--- src/hw/ipi_pkg.sv ---
/*
  Constants, offsets and encodings shared by the inter-core interrupt unit,
  the core-side end and the link interface between them.
  Assumes one 125 MHz system clock and a synchronous active-high reset.
*/
package ipi_pkg;
  localparam int NUM_CORES  = 2;
  localparam int NUM_FIELDS = 8;
  localparam int FIELD_W    = 4;
  localparam int NUM_EXT    = 4;
  localparam int NUM_PER    = 4;
  localparam int DATA_W     = 32;
  localparam int ADDR_W     = 12;
  localparam int LEVEL_W    = 4;
  localparam int RANK_W     = 5;
  localparam int SRC_W      = 5;
  localparam int PER_STEP   = 8;

  localparam logic [ADDR_W-1:0] OFF_EXT_PRI  = 12'h010;
  localparam logic [ADDR_W-1:0] OFF_ALLOC    = 12'h014;
  localparam logic [ADDR_W-1:0] OFF_REQ0     = 12'h070;
  localparam logic [ADDR_W-1:0] OFF_REQ1     = 12'h074;
  localparam logic [ADDR_W-1:0] OFF_CLR0     = 12'h080;
  localparam logic [ADDR_W-1:0] OFF_CLR1     = 12'h084;
  localparam logic [ADDR_W-1:0] OFF_PRI0     = 12'h090;
  localparam logic [ADDR_W-1:0] OFF_PRI1     = 12'h094;
  localparam logic [ADDR_W-1:0] OFF_PRICLR0  = 12'h0A0;
  localparam logic [ADDR_W-1:0] OFF_PRICLR1  = 12'h0A4;
  localparam logic [ADDR_W-1:0] OFF_PER_PRI  = 12'h800;

  // allocation register fields
  localparam int ALLOC_EXT_TGT  = 0;
  localparam int ALLOC_PER_TGT  = 8;
  localparam int ALLOC_EXT_AUTO = 16;
  localparam int ALLOC_PER_AUTO = 17;
  localparam int ALLOC_MASK_UPD = 24;

  localparam logic [DATA_W-1:0]  RST_WORD  = 32'h0000_0000;
  localparam logic [RANK_W-1:0]  RANK_NONE = 5'h00;
  localparam logic [RANK_W-1:0]  RANK_PMAX = 5'h1E;
  localparam logic [RANK_W-1:0]  RANK_NMI  = 5'h1F;
  localparam logic [LEVEL_W-1:0] NMI_LEVEL = 4'hF;

  localparam logic [SRC_W-1:0] SRC_FIELD0 = 5'h00;
  localparam logic [SRC_W-1:0] SRC_EXT0   = 5'h08;
  localparam logic [SRC_W-1:0] SRC_PER0   = 5'h10;
  localparam logic [SRC_W-1:0] SRC_NMI    = 5'h1F;

  typedef enum logic [0:0] {
    CMD_IDLE,
    CMD_WAIT
  } cmd_state_type;
endpackage

--- src/hw/ipi_link_if.sv ---
/*
  Link between the interrupt unit and the two cores: per-core register
  access port and per-core interrupt presentation and acceptance.
  Assumes both ends run on the same system clock.
*/
`timescale 1ns/1ns
interface ipi_link_if;
  import ipi_pkg::*;
  logic [NUM_CORES-1:0]              reg_req;
  logic [NUM_CORES-1:0]              reg_we;
  logic [NUM_CORES-1:0][ADDR_W-1:0]  reg_addr;
  logic [NUM_CORES-1:0][DATA_W-1:0]  reg_wdata;
  logic [NUM_CORES-1:0][DATA_W-1:0]  reg_rdata;
  logic [NUM_CORES-1:0]              reg_ack;
  logic [NUM_CORES-1:0]              irq;
  logic [NUM_CORES-1:0][LEVEL_W-1:0] irq_level;
  logic [NUM_CORES-1:0][SRC_W-1:0]   irq_src;
  logic [NUM_CORES-1:0]              accept;
  logic [NUM_CORES-1:0]              mask_load;
  logic [NUM_CORES-1:0][LEVEL_W-1:0] mask_level;
  logic [NUM_CORES-1:0][LEVEL_W-1:0] core_level_mask;
  logic [NUM_CORES-1:0]              exception_block_bit;

  modport unit_mp (
    input  reg_req, reg_we, reg_addr, reg_wdata, accept, core_level_mask,
           exception_block_bit,
    output reg_rdata, reg_ack, irq, irq_level, irq_src, mask_load, mask_level
  );
  modport core_mp (
    output reg_req, reg_we, reg_addr, reg_wdata, accept, core_level_mask,
           exception_block_bit,
    input  reg_rdata, reg_ack, irq, irq_level, irq_src, mask_load, mask_level
  );
endinterface

--- src/hw/interrupt_unit.sv ---
/*
  Interrupt unit end: request, clear and priority registers for the
  inter-core fields, external and peripheral priority arbitration and NMI.
  Assumes the core end drives the link on the same clock; the external,
  peripheral and NMI inputs are asynchronous pins.
*/
`timescale 1ns/1ns
module interrupt_unit (
  input  wire logic                              sys_clk_i,
  input  wire logic                              rst_i,
  input  wire logic                              ce_i,
  input  wire logic [ipi_pkg::NUM_EXT-1:0]       ext_irq_i,
  input  wire logic [ipi_pkg::NUM_PER-1:0]       per_irq_i,
  input  wire logic                              nmi_i,
  output logic [ipi_pkg::NUM_CORES*ipi_pkg::NUM_FIELDS-1:0] ipi_field_source_o,
  ipi_link_if.unit_mp                            link
);
  import ipi_pkg::*;

  logic [NUM_CORES-1:0][DATA_W-1:0]  req_ff, nxt_req;
  logic [NUM_CORES-1:0][DATA_W-1:0]  pri_ff, nxt_pri;
  logic [DATA_W-1:0]                 ext_pri_ff, nxt_ext_pri;
  logic [DATA_W-1:0]                 per_pri_ff, nxt_per_pri;
  logic [DATA_W-1:0]                 alloc_ff, nxt_alloc;
  logic [NUM_CORES-1:0][DATA_W-1:0]  rdata_ff, nxt_rdata;
  logic [NUM_CORES-1:0]              ack_ff, nxt_ack;
  logic [NUM_CORES-1:0]              irq_ff, nxt_irq;
  logic [NUM_CORES-1:0][LEVEL_W-1:0] lvl_ff, nxt_lvl;
  logic [NUM_CORES-1:0][SRC_W-1:0]   src_ff, nxt_src;
  logic [NUM_CORES-1:0]              mload_ff, nxt_mload;
  logic [NUM_CORES-1:0][LEVEL_W-1:0] mlvl_ff, nxt_mlvl;
  logic [NUM_CORES*NUM_FIELDS-1:0]   fsrc_ff, nxt_fsrc;
  logic [NUM_EXT+NUM_PER:0]          sync1_ff, sync2_ff;
  logic                              nmi_prev_ff, nxt_nmi_prev;
  logic                              nmi_pend_ff, nxt_nmi_pend;

  // ceil(rank/2): thirty peripheral ranks fold onto fifteen mask levels
  function automatic logic [LEVEL_W-1:0] level_of(input logic [RANK_W-1:0] r);
    logic [RANK_W:0] s;
    s = {1'b0, r} + 6'h01;
    return s[LEVEL_W:1];
  endfunction

  function automatic logic hit(input logic [RANK_W-1:0] r,
                               input logic [RANK_W-1:0] best,
                               input logic [LEVEL_W-1:0] mask);
    return (r != RANK_NONE) && (r > best) && (level_of(r) > mask);
  endfunction

  always_comb begin
    logic [NUM_CORES-1:0][DATA_W-1:0] set_bits;
    logic [NUM_CORES-1:0][DATA_W-1:0] clr_bits;
    logic [NUM_CORES-1:0][DATA_W-1:0] pclr_bits;
    logic [RANK_W-1:0]                rank;
    logic [RANK_W-1:0]                best;
    logic [SRC_W-1:0]                 bsrc;
    logic                             tgt;
    logic                             auto_core;
    logic                             nmi_edge;
    set_bits     = '0;
    clr_bits     = '0;
    pclr_bits    = '0;
    rank         = RANK_NONE;
    best         = RANK_NONE;
    bsrc         = SRC_FIELD0;
    tgt          = 1'b0;
    auto_core    = 1'b0;
    nmi_edge     = 1'b0;
    nxt_pri      = pri_ff;
    nxt_ext_pri  = ext_pri_ff;
    nxt_per_pri  = per_pri_ff;
    nxt_alloc    = alloc_ff;
    nxt_rdata    = rdata_ff;
    nxt_ack      = '0;
    nxt_irq      = '0;
    nxt_lvl      = '0;
    nxt_src      = '0;
    nxt_mload    = '0;
    nxt_mlvl     = mlvl_ff;
    nxt_fsrc     = '0;
    // core 1 first so that core 0 wins a same-cycle write to a shared register
    for (int w = NUM_CORES - 1; w >= 0; w--) begin
      nxt_ack[w] = link.reg_req[w];
      if (link.reg_req[w] && link.reg_we[w]) begin
        case (link.reg_addr[w])
          // request and clear writes only raise bits, so a zero never drops another core's bit
          OFF_REQ0:    set_bits[0]  = set_bits[0] | link.reg_wdata[w];
          OFF_REQ1:    set_bits[1]  = set_bits[1] | link.reg_wdata[w];
          OFF_CLR0:    clr_bits[0]  = clr_bits[0] | link.reg_wdata[w];
          OFF_CLR1:    clr_bits[1]  = clr_bits[1] | link.reg_wdata[w];
          OFF_PRI0:    nxt_pri[0]   = link.reg_wdata[w];
          OFF_PRI1:    nxt_pri[1]   = link.reg_wdata[w];
          OFF_PRICLR0: pclr_bits[0] = pclr_bits[0] | link.reg_wdata[w];
          OFF_PRICLR1: pclr_bits[1] = pclr_bits[1] | link.reg_wdata[w];
          OFF_EXT_PRI: nxt_ext_pri  = link.reg_wdata[w];
          OFF_PER_PRI: nxt_per_pri  = link.reg_wdata[w];
          OFF_ALLOC:   nxt_alloc    = link.reg_wdata[w];
          default:     nxt_ack[w]   = link.reg_req[w];
        endcase
      end else if (link.reg_req[w]) begin
        case (link.reg_addr[w])
          OFF_REQ0:    nxt_rdata[w] = req_ff[0];
          OFF_REQ1:    nxt_rdata[w] = req_ff[1];
          OFF_PRI0:    nxt_rdata[w] = pri_ff[0];
          OFF_PRI1:    nxt_rdata[w] = pri_ff[1];
          OFF_EXT_PRI: nxt_rdata[w] = ext_pri_ff;
          OFF_PER_PRI: nxt_rdata[w] = per_pri_ff;
          OFF_ALLOC:   nxt_rdata[w] = alloc_ff;
          default:     nxt_rdata[w] = RST_WORD;
        endcase
      end
    end
    for (int c = 0; c < NUM_CORES; c++) begin
      // a set in the same cycle as its clear survives
      nxt_req[c] = (req_ff[c] & ~clr_bits[c]) | set_bits[c];
      nxt_pri[c] = nxt_pri[c] & ~pclr_bits[c];
    end
    nmi_edge     = sync2_ff[NUM_EXT+NUM_PER] & ~nmi_prev_ff;
    nxt_nmi_prev = sync2_ff[NUM_EXT+NUM_PER];
    nxt_nmi_pend = nmi_pend_ff;
    // automatic allocation sends to the core running at the lower mask level
    auto_core = link.core_level_mask[1] < link.core_level_mask[0];
    for (int c = 0; c < NUM_CORES; c++) begin
      best = RANK_NONE;
      bsrc = SRC_FIELD0;
      for (int f = 0; f < NUM_FIELDS; f++) begin
        nxt_fsrc[c*NUM_FIELDS+f] = &req_ff[c][f*FIELD_W +: FIELD_W];
        rank = {pri_ff[c][f*FIELD_W +: FIELD_W], 1'b0};
        if (nxt_fsrc[c*NUM_FIELDS+f] && hit(rank, best, link.core_level_mask[c])) begin
          best = rank;
          bsrc = SRC_FIELD0 + SRC_W'(f);
        end
      end
      for (int i = 0; i < NUM_EXT; i++) begin
        tgt  = alloc_ff[ALLOC_EXT_AUTO] ? auto_core : alloc_ff[ALLOC_EXT_TGT+i];
        rank = {ext_pri_ff[i*FIELD_W +: FIELD_W], 1'b0};
        if (sync2_ff[i] && (tgt == c[0]) && hit(rank, best, link.core_level_mask[c])) begin
          best = rank;
          bsrc = SRC_EXT0 + SRC_W'(i);
        end
      end
      for (int i = 0; i < NUM_PER; i++) begin
        tgt  = alloc_ff[ALLOC_PER_AUTO] ? auto_core : alloc_ff[ALLOC_PER_TGT+i];
        rank = per_pri_ff[i*PER_STEP +: RANK_W];
        if (rank > RANK_PMAX) begin
          rank = RANK_PMAX;
        end
        if (sync2_ff[NUM_EXT+i] && (tgt == c[0]) &&
            hit(rank, best, link.core_level_mask[c])) begin
          best = rank;
          bsrc = SRC_PER0 + SRC_W'(i);
        end
      end
      nxt_irq[c] = best != RANK_NONE;
      nxt_lvl[c] = level_of(best);
      nxt_src[c] = bsrc;
      // NMI goes to core 0, above every mask, but waits while blocked
      if (c == 0 && nmi_pend_ff && !link.exception_block_bit[0]) begin
        nxt_irq[c] = 1'b1;
        nxt_lvl[c] = NMI_LEVEL;
        nxt_src[c] = SRC_NMI;
      end
      if (link.accept[c] && irq_ff[c]) begin
        nxt_mload[c] = alloc_ff[ALLOC_MASK_UPD+c];
        nxt_mlvl[c]  = lvl_ff[c];
        if (c == 0 && src_ff[c] == SRC_NMI) begin
          nxt_nmi_pend = 1'b0;
        end
      end
    end
    if (nmi_edge) begin
      nxt_nmi_pend = 1'b1;
    end
  end

  always_ff @(posedge sys_clk_i) begin
    if (rst_i) begin
      req_ff      <= '0;
      pri_ff      <= '0;
      ext_pri_ff  <= RST_WORD;
      per_pri_ff  <= RST_WORD;
      alloc_ff    <= RST_WORD;
      rdata_ff    <= '0;
      ack_ff      <= '0;
      irq_ff      <= '0;
      lvl_ff      <= '0;
      src_ff      <= '0;
      mload_ff    <= '0;
      mlvl_ff     <= '0;
      fsrc_ff     <= '0;
      sync1_ff    <= '0;
      sync2_ff    <= '0;
      nmi_prev_ff <= 1'b0;
      nmi_pend_ff <= 1'b0;
    end else if (ce_i) begin
      req_ff      <= nxt_req;
      pri_ff      <= nxt_pri;
      ext_pri_ff  <= nxt_ext_pri;
      per_pri_ff  <= nxt_per_pri;
      alloc_ff    <= nxt_alloc;
      rdata_ff    <= nxt_rdata;
      ack_ff      <= nxt_ack;
      irq_ff      <= nxt_irq;
      lvl_ff      <= nxt_lvl;
      src_ff      <= nxt_src;
      mload_ff    <= nxt_mload;
      mlvl_ff     <= nxt_mlvl;
      fsrc_ff     <= nxt_fsrc;
      sync1_ff    <= {nmi_i, per_irq_i, ext_irq_i};
      sync2_ff    <= sync1_ff;
      nmi_prev_ff <= nxt_nmi_prev;
      nmi_pend_ff <= nxt_nmi_pend;
    end
  end

  assign link.reg_rdata      = rdata_ff;
  assign link.reg_ack        = ack_ff;
  assign link.irq            = irq_ff;
  assign link.irq_level      = lvl_ff;
  assign link.irq_src        = src_ff;
  assign link.mask_load      = mload_ff;
  assign link.mask_level     = mlvl_ff;
  assign ipi_field_source_o  = fsrc_ff;
endmodule

--- src/flat_wrapper.sv ---
// flat-port wrapper written by rule: the top's interface ports become plain ports
module interrupt_unit_flat import ipi_pkg::*;
  (sys_clk_i, rst_i, ce_i, ext_irq_i, per_irq_i, nmi_i, ipi_field_source_o, link_reg_req, link_reg_we, link_reg_addr, link_reg_wdata, link_accept, link_core_level_mask, link_exception_block_bit, link_reg_rdata, link_reg_ack, link_irq, link_irq_level, link_irq_src, link_mask_load, link_mask_level);
  ipi_link_if link_i ();
  input  wire logic sys_clk_i;
  input  wire logic rst_i;
  input  wire logic ce_i;
  input  wire logic [ipi_pkg::NUM_EXT-1:0] ext_irq_i;
  input  wire logic [ipi_pkg::NUM_PER-1:0] per_irq_i;
  input  wire logic nmi_i;
  output logic [ipi_pkg::NUM_CORES*ipi_pkg::NUM_FIELDS-1:0] ipi_field_source_o;
  input wire logic [$bits(link_i.reg_req)-1:0] link_reg_req;
  input wire logic [$bits(link_i.reg_we)-1:0] link_reg_we;
  input wire logic [$bits(link_i.reg_addr)-1:0] link_reg_addr;
  input wire logic [$bits(link_i.reg_wdata)-1:0] link_reg_wdata;
  input wire logic [$bits(link_i.accept)-1:0] link_accept;
  input wire logic [$bits(link_i.core_level_mask)-1:0] link_core_level_mask;
  input wire logic [$bits(link_i.exception_block_bit)-1:0] link_exception_block_bit;
  output wire logic [$bits(link_i.reg_rdata)-1:0] link_reg_rdata;
  output wire logic [$bits(link_i.reg_ack)-1:0] link_reg_ack;
  output wire logic [$bits(link_i.irq)-1:0] link_irq;
  output wire logic [$bits(link_i.irq_level)-1:0] link_irq_level;
  output wire logic [$bits(link_i.irq_src)-1:0] link_irq_src;
  output wire logic [$bits(link_i.mask_load)-1:0] link_mask_load;
  output wire logic [$bits(link_i.mask_level)-1:0] link_mask_level;
  assign link_i.reg_req = link_reg_req;
  assign link_i.reg_we = link_reg_we;
  assign link_i.reg_addr = link_reg_addr;
  assign link_i.reg_wdata = link_reg_wdata;
  assign link_i.accept = link_accept;
  assign link_i.core_level_mask = link_core_level_mask;
  assign link_i.exception_block_bit = link_exception_block_bit;
  assign link_reg_rdata = link_i.reg_rdata;
  assign link_reg_ack = link_i.reg_ack;
  assign link_irq = link_i.irq;
  assign link_irq_level = link_i.irq_level;
  assign link_irq_src = link_i.irq_src;
  assign link_mask_load = link_i.mask_load;
  assign link_mask_level = link_i.mask_level;
  interrupt_unit u_core (.sys_clk_i(sys_clk_i), .rst_i(rst_i), .ce_i(ce_i), .ext_irq_i(ext_irq_i), .per_irq_i(per_irq_i), .nmi_i(nmi_i), .ipi_field_source_o(ipi_field_source_o), .link(link_i));
endmodule
--- config.mk ---
export PLATFORM = sky130hd
export DESIGN_NAME = interrupt_unit_flat
export DESIGN_NICKNAME = d
export VERILOG_FILES = /design/src/hw/ipi_pkg.sv /design/src/hw/ipi_link_if.sv /design/src/hw/interrupt_unit.sv /design/src/flat_wrapper.sv
export SDC_FILE = /design/constraint.sdc
export NUM_CORES = 2
export LEC_CHECK = 0
export ABC_CLOCK_PERIOD_IN_PS = 61600
export BUFFER_PORTS_ARGS = -buffer_cell sky130_fd_sc_hd__buf_2
export CORE_MARGIN = 1.5
export CORE_UTILIZATION = 35
export DETAILED_ROUTE_END_ITERATION = 6
export SLEW_MARGIN = 20
export SYNTH_ARGS = -nofsm -noshare
export SYNTH_HDL_FRONTEND = slang
export SYNTH_SLANG_ARGS = --single-unit
--- constraint.sdc ---
create_clock -name sys_clk_i -period 61.6 [get_ports sys_clk_i]
set_input_delay 6.16 -clock sys_clk_i [delete_from_list [all_inputs] [get_ports sys_clk_i]]
set_output_delay 6.16 -clock sys_clk_i [all_outputs]
set_load 0.05 [all_outputs]
# ---- Word level (Yosys, flattened, before mapping)
# Index checks and enable logic that the tools add are counted.
dict set report word_totals {
  reg_bits 356
  latchBits 0
  mem_bits_rw 0
  romBits 0
  inputBits 116
  output_inout_bits 112
  mem_count 0
}
dict set report classes {
  addsub 26
  n_mul 0
  n_div 0
  magnitude_cmp 69
  n_eq_ne 23
  n_shift 0
  muxes 120
  bitwise 28
  n_reduce_logical 167
}
# op count
set ops {}
lappend ops {{32-bit two-way mux} 28}
lappend ops {{64-bit two-way mux} 8}
lappend ops {{32-bit case mux with 7 select lines} 2}
lappend ops {{32-bit bitwise OR} 8}
lappend ops {{5-bit two-way mux} 45}
lappend ops {{5-bit greater-than comparator} 30}
lappend ops {{12-bit by 8-bit equality test with 1-bit output, second input constant} 12}
lappend ops {{5-bit by 1-bit adder with 5-bit output, second input constant} 26}
lappend ops {{32-bit AND} 4}
lappend ops {{4-bit greater-than comparator} 32}
lappend ops {{32-bit NOT} 4}
lappend ops {{1-bit logical AND} 117}
lappend ops {{4-bit nonzero test} 20}
lappend ops {{4-bit AND reduction} 16}
lappend ops {{12-bit by 5-bit equality test with 1-bit output, second input constant} 4}
lappend ops {{12-bit by 7-bit equality test with 1-bit output, second input constant} 4}
lappend ops {{4-bit two-way mux} 9}
lappend ops {{5-bit nonzero test} 6}
lappend ops {{12-bit equality test, second input constant} 2}
lappend ops {{3-bit two-way mux} 8}
lappend ops {{5-bit greater-than comparator, second input constant} 4}
lappend ops {{1-bit two-way mux} 16}
lappend ops {{1-bit NOT} 11}
lappend ops {{5-bit by 1-bit greater-than comparator with 1-bit output, second input constant} 2}
lappend ops {{8 further kinds} 15}

# ---- Longest topological paths before layout
dict set report depth {
  word_depth 82
  mapped_depth 152
  ltp_nobuf 147
}

# ---- Worst setup path before layout
# Ideal clock, no wire load.
dict set report synth_path {
  path_type {input-to-reg}
  startpoint {input link_core_level_mask[1]}
  endpoint {register u_core.lvl_ff, in the netlist u_core.link.irq_level[3]}
  setup_ns 0.143
  t_arrival_ns 31.118
  slack_ns 30.339
  cell_stages 142
  path_cell_list {inv_1 -> ha_1 -> nor2b_1 -> o211a_1 -> or2_2 -> and3_1 -> ha_1 -> a41o_1 -> a211oi_2 -> and2_1 -> buf_6 -> nand2_1 -> o21ai_0 -> inv_1 -> ha_1 -> a21o_1 -> and3_1 -> a31o_1 -> [106 not listed] -> o21ai_0 -> o21ba_2 -> inv_1 -> ha_1 -> nor2b_1 -> o21a_1 -> o21a_1 -> o21ai_0 -> nand2b_1 -> and3_1 -> clkbuf_1 -> nor2_1 -> o21ai_1 -> nand2_1 -> ha_1 -> nand3_1 -> a2111oi_1 -> a2111oi_2}
}
dict set report synth_via {
  elab_chain_len 81
  word_cells_on_any_way 121
  cone_classes {add/sub (1); order compare (32); mux (25); bitwise (8); reduce/logical (55)}
}
# item line
set synth_rtl {}
lappend synth_rtl {{start, declared} flat_wrapper.sv:17} ;# input wire logic [$bits(link_i.core_level_mask)-1:0] link_core_level_mask;
lappend synth_rtl {{4-bit greater-than comparator} interrupt_unit.sv:47} ;# return (r != RANK_NONE) && (r > best) && (level_of(r) > mask);
lappend synth_rtl {{1-bit logical AND} interrupt_unit.sv:47}
lappend synth_rtl {{1-bit logical AND} interrupt_unit.sv:129} ;# if (nxt_fsrc[c*NUM_FIELDS+f] && hit(rank, best, link.core_level_mask[c])) begin
lappend synth_rtl {{5-bit two-way mux} interrupt_unit.sv:129}
lappend synth_rtl {{5-bit greater-than comparator} interrupt_unit.sv:47}
lappend synth_rtl {{1-bit logical AND (2 in series)} interrupt_unit.sv:47}
lappend synth_rtl {{1-bit logical AND} interrupt_unit.sv:129}
lappend synth_rtl {{5-bit two-way mux} interrupt_unit.sv:129}
lappend synth_rtl {{[63 not listed]} -}
lappend synth_rtl {{1-bit logical AND} interrupt_unit.sv:148} ;# if (sync2_ff[NUM_EXT+i] && (tgt == c[0]) &&
lappend synth_rtl {{5-bit two-way mux} interrupt_unit.sv:148}
lappend synth_rtl {{5-bit greater-than comparator} interrupt_unit.sv:47}
lappend synth_rtl {{1-bit logical AND (2 in series)} interrupt_unit.sv:47}
lappend synth_rtl {{1-bit logical AND} interrupt_unit.sv:148}
lappend synth_rtl {{5-bit two-way mux *} interrupt_unit.sv:148}
lappend synth_rtl {{5-bit by 1-bit adder with 5-bit output *} interrupt_unit.sv:40} ;# s = {1'b0, r} + 6'h01;
lappend synth_rtl {{4-bit two-way mux *} interrupt_unit.sv:158} ;# if (c == 0 && nmi_pend_ff && !link.exception_block_bit[0]) begin
lappend synth_rtl {{end signal, assigned} interrupt_unit.sv:204} ;# lvl_ff <= nxt_lvl;
lappend synth_rtl {{end, declared} interrupt_unit.sv:28} ;# logic [NUM_CORES-1:0][LEVEL_W-1:0] lvl_ff, nxt_lvl;
# Every way passes the cells marked *; elsewhere a longest branch is shown, timed or not.
# A chain may end at the register's enable or synchronous reset.

# ---- Worst setup path after layout
# Ends and elaborated chain as after synthesis.

==> metrics.yaml <==
finish:
  finalNetCount: 3967
  sequential_cell_area_sq_mm: 0.00713
  layout_common_cells: "sky130_fd_sc_hd__nor2_1, sky130_fd_sc_hd__dfxtp_1, sky130_fd_sc_hd__nand2_1"
  layout.cells.non_filler: 4673
  multi_input_gate_area_in_the_final_layout_sq_mm: 0.0188
  filler_cell_count: 7966
  areaGrowthSynthToFinish_pct: 12.5
  layout_cells_sized_above_1_pct: 13.0
  final_common_cell: "sky130_fd_sc_hd__nor2_1"
  final_design_area_no_fill_sq_mm: 0.0308
critical_path:
  reg2regPathDepth: 137
  setup.reg_to_reg.worst_slack_ps: 32810
  path_class: "input pin to flop"
  critical_path_s_slowest_cell: "sky130_fd_sc_hd__and3b_1"
  worst-endpoint-required_ps: 62050
  timing.critical_path.slowest_cell_delay_ps: 540
  crit_top_cell: "sky130_fd_sc_hd__ha_1"
  top_delay_family_on_crit_path: "compound AO/OA/AOI/OAI gates"
  arrival_ps: 34910
  crit_path_end_kind: "flop"
  worst_setup_path_start_kind: "input pin"
  crit-reg2reg-capture: "u_core.link.irq_level[3]$_SDFFE_PP0P_"
  cp_num_cells: 140
  critical_path_peak_fanout: 17
  regToRegStartpoint: "u_core.pri_ff[1]$_SDFFE_PP0P_"
  path_buf_inv: 12
  timing.critical_path.to: "u_core.link.irq_level[3]$_SDFFE_PP0P_"
  setup.worst_path.start: "link_core_level_mask[1]"
timing:
  setup_ws_ps: 27140
  timing.setup.tns_ps: 0
  slew-limit-headroom_pct: 16.1
  final_max_slew_viol_count: 0
  finalSetupViolCount: 0
  rsz_0062_raised_after_global_routing: "false"
  fin_skew_ps: 21.5
  timing_worst_slew_pin_value_ps: 1260
  fin_crit_sh_pct: 55.9
  achievable-frequency_mhz: 29.0
  layout_min_cycle_time_ps: 34460
  hold_fails_final_rpt: 0
die:
  chipHeight_um: 283
  io_pins: 228
  die_width_um: 283
  std_cell_rows: 102
  coreArea_sq_mm: 0.0775
  start_util_pct: 35.4
  die_area_sq_mm: 0.0800
run_status:
  failing_checks: "DRC"
  outcome: "complete, but fails checks"
synthesis:
  yosysSeqAreaShare_pct: 26.0
  synth_area_sq_mm: 0.0274
  number_of_enable_type_register_cells_in_the_synthesized_netlist: 0
  synth_top_cells_by_area: "sky130_fd_sc_hd__dfxtp_1, sky130_fd_sc_hd__ha_1, sky130_fd_sc_hd__nor2_1, sky130_fd_sc_hd__o22ai_1, sky130_fd_sc_hd__a22oi_1"
  top_cell_type_s_share_of_synthesized_area_pct: 26.0
  yosys_warnings: 0
  mappedNetlistNets: 3920
  synthCells: 3547
  yosysTopAreaCell: "sky130_fd_sc_hd__dfxtp_1"
  synthArstFlopShare_pct: 0
  synth-seq-cells: 356
  post_synth_num_cell_types: 91
  dominantRegCellSynth: "sky130_fd_sc_hd__dfxtp_1"
  synth.avg_cell_area_sq_um: 7.73
drt:
  detail-route-antenna-nets: 0
  via_per_inst: 6.53
  drt-wirelength-per-cell_um: 26.7
  dr.pass1.iters: 7
  first_drt_iteration_drcs: 4935
  vias: 30499
  drc: 80
  wl_mm: 125
clock_tree:
  cts_inserted_buffers: 45
  cts_root_buffer: "sky130_fd_sc_hd__clkbuf_16"
  cts-htree-levels: 2
  cts-hold-fix-buffers: 0
  insertion_delay_ps: 620
  post_cts_resized: 0
  post-cts-setup-buffers: 0
  clock_transition_at_path_regs_ps: 50
  ctsLongestPathBuffers: 3
  clock-sinks: 356
  cts_tree: "done"
global_route:
  via_count_of_the_first_global_routing_pass: 27517
  antenna_found_initial: 15
  grt_pass1_wl_mm: 180
  grtUsageTotal_pct: 29.9
  grt.overflow.total: 0
  pin_count_of_the_biggest_net_entering_global_routing: 178
placement:
  placed_cells: 4587
  placed_cell_area_sq_mm: 0.0294
  detailedPlace.worstSlack_ps: 26910
  place_hpwl_mm: 80.1
  port-buffer-count: 226
  finalWeightedCongestion: 0.951
run:
  drv.max_cap_violation_count: 0
pwr:
  power_frac_comb_pct: 7.8
  total_switching_power_mw: 0.150
  cellPowerDensity_mw_per_mm2: 17.6
  cell_leakage_power_nw: 11.5
  power_frac_clock_pct: 49.4
  max-vdd-ir-drop_mv: 0.0204
  power.switching_fraction_pct: 27.6
  power_frac_seq_pct: 42.8
  cellInternalPower_mw: 0.393
hold_path:
  min-delay-path-class: "flop to flop"
-- logic make-up after synthesis --
kind of cell	Yosys count	synth area share (%)
AO/OA/AOI/OAI	1210	31.3
AND/OR/NAND/NOR	1118	18.5
buffers and inverters	433	5.99
flip-flops	356	26.0
adder cells (fa/ha/maj)	258	11.8
multiplexers	149	5.70
XOR/XNOR	23	0.762
-- worst reg2reg max path, delay by kind of cell (launching register included) --
| kind | cells | cell delay [ps] |
|---|---|---|
| compound gates | 57 | 11240 |
| fa+ha+maj | 18 | 5070 |
| buf+inv | 9 | 630 |
| flops | 1 | 490 |
| mux | 11 | 3920 |
| simple gates | 42 | 7330 |
-- power groups by stage --
stage	registers (mW)	clock network, mW	logic, mW
3_3_place_gp	0.238	0	0.0405
3_5_place_dp	0.238	0	0.0409
6_report	0.232	0.268	0.0422
2_1_floorplan	0.239	0	0.0200
4_1_cts	0.232	0.272	0.0410
5_1_grt	0.233	0.278	0.0450
-- synth_stat cells (7+ instances only) --
master                      count
sky130_fd_sc_hd__xor2_1         7
sky130_fd_sc_hd__a2111oi_0     33
sky130_fd_sc_hd__o221ai_1      35
sky130_fd_sc_hd__nand2b_1      43
sky130_fd_sc_hd__nor3_1        27
sky130_fd_sc_hd__and3_1        12
sky130_fd_sc_hd__o21ai_1       10
sky130_fd_sc_hd__a21oi_1      191
sky130_fd_sc_hd__nand2_1      289
sky130_fd_sc_hd__a21o_1        27
sky130_fd_sc_hd__o21ai_0       82
sky130_fd_sc_hd__mux2i_1      102
sky130_fd_sc_hd__nand3_1       80
sky130_fd_sc_hd__a31oi_1       41
sky130_fd_sc_hd__nor4_1        23
sky130_fd_sc_hd__o22ai_1      261
sky130_fd_sc_hd__a211oi_1     144
sky130_fd_sc_hd__mux2_2        42
sky130_fd_sc_hd__clkbuf_1     272
sky130_fd_sc_hd__ha_1         257
sky130_fd_sc_hd__and2_1        17
sky130_fd_sc_hd__and4_1         8
sky130_fd_sc_hd__a222oi_1      96
sky130_fd_sc_hd__nand4_1       48
sky130_fd_sc_hd__xnor2_1       15
sky130_fd_sc_hd__a41oi_1       12
sky130_fd_sc_hd__nor2b_1       57
sky130_fd_sc_hd__buf_1         11
sky130_fd_sc_hd__a22oi_1      161
sky130_fd_sc_hd__o211ai_1      12
sky130_fd_sc_hd__o21a_1        25
sky130_fd_sc_hd__nor2_1       470
sky130_fd_sc_hd__or2_2          8
sky130_fd_sc_hd__inv_1        145
sky130_fd_sc_hd__dfxtp_1      356
-- state kept, by name (all words and copies together) (netlist names), 10 cells and up --
name                       count
u_core.link.irq_src           10
u_core.pri_ff                 64
u_core.per_pri_ff             32
u_core.alloc_ff               32
u_core.req_ff                 64
u_core.ipi_field_source_o     16
u_core.link.reg_rdata         64
u_core.ext_pri_ff             32
-- cell type report --
class / instances / area share [%]
Antenna cell: 7 / 0.0568
Timing Repair Buffer: 287 / 5.26
Inverter: 146 / 1.78
Tap cell: 1040 / 4.22
Multi-Input combinational cell: 2758 / 60.9
Clock buffer: 57 / 4.02
Clock inverter: 22 / 0.645
Sequential cell: 356 / 23.1
-- layer usage --
layer	global-route usage [%]	up-vias	wire length, um
met4	14.0	14	6130
met3	8.11	456	15800
li1	-	13638	-
met5	0.366	-	107
met1	39.9	14246	50700
met2	44.5	2145	51900
-- worst min path at each step --
stage | startpoint | end | slack, ps | depth (start not counted)
finish | u_core.link.mask_load[0]$_SDFFE_PP0P_ | u_core.link.mask_load[0]$_SDFFE_PP0P_ | 470 | 2
global route | u_core.nmi_pend_ff$_SDFFE_PP0P_ | u_core.nmi_pend_ff$_SDFFE_PP0P_ | 500 | 2
CTS | u_core.link.mask_load[0]$_SDFFE_PP0P_ | u_core.link.mask_load[0]$_SDFFE_PP0P_ | 470 | 2
detailed placement | u_core.link.mask_load[0]$_SDFFE_PP0P_ | u_core.link.mask_load[0]$_SDFFE_PP0P_ | 460 | 2
global placement | u_core.link.mask_load[0]$_SDFFE_PP0P_ | u_core.link.mask_load[0]$_SDFFE_PP0P_ | 450 | 2
floorplan | u_core.nmi_pend_ff$_SDFFE_PP0P_ | u_core.nmi_pend_ff$_SDFFE_PP0P_ | 440 | 2
-- through the flow --
stage | hold slack, ps | power [mW] | util, %
finish | 471 | 0.543 | 39.8
global route | 504 | 0.555 | 39.8
global placement | 455 | 0.278 | 37.9
CTS | 473 | 0.545 | 39.8
floorplan | 444 | 0.259 | -
detailed placement | 462 | 0.278 | 37.9
Power figures use the tool's default switching activity.
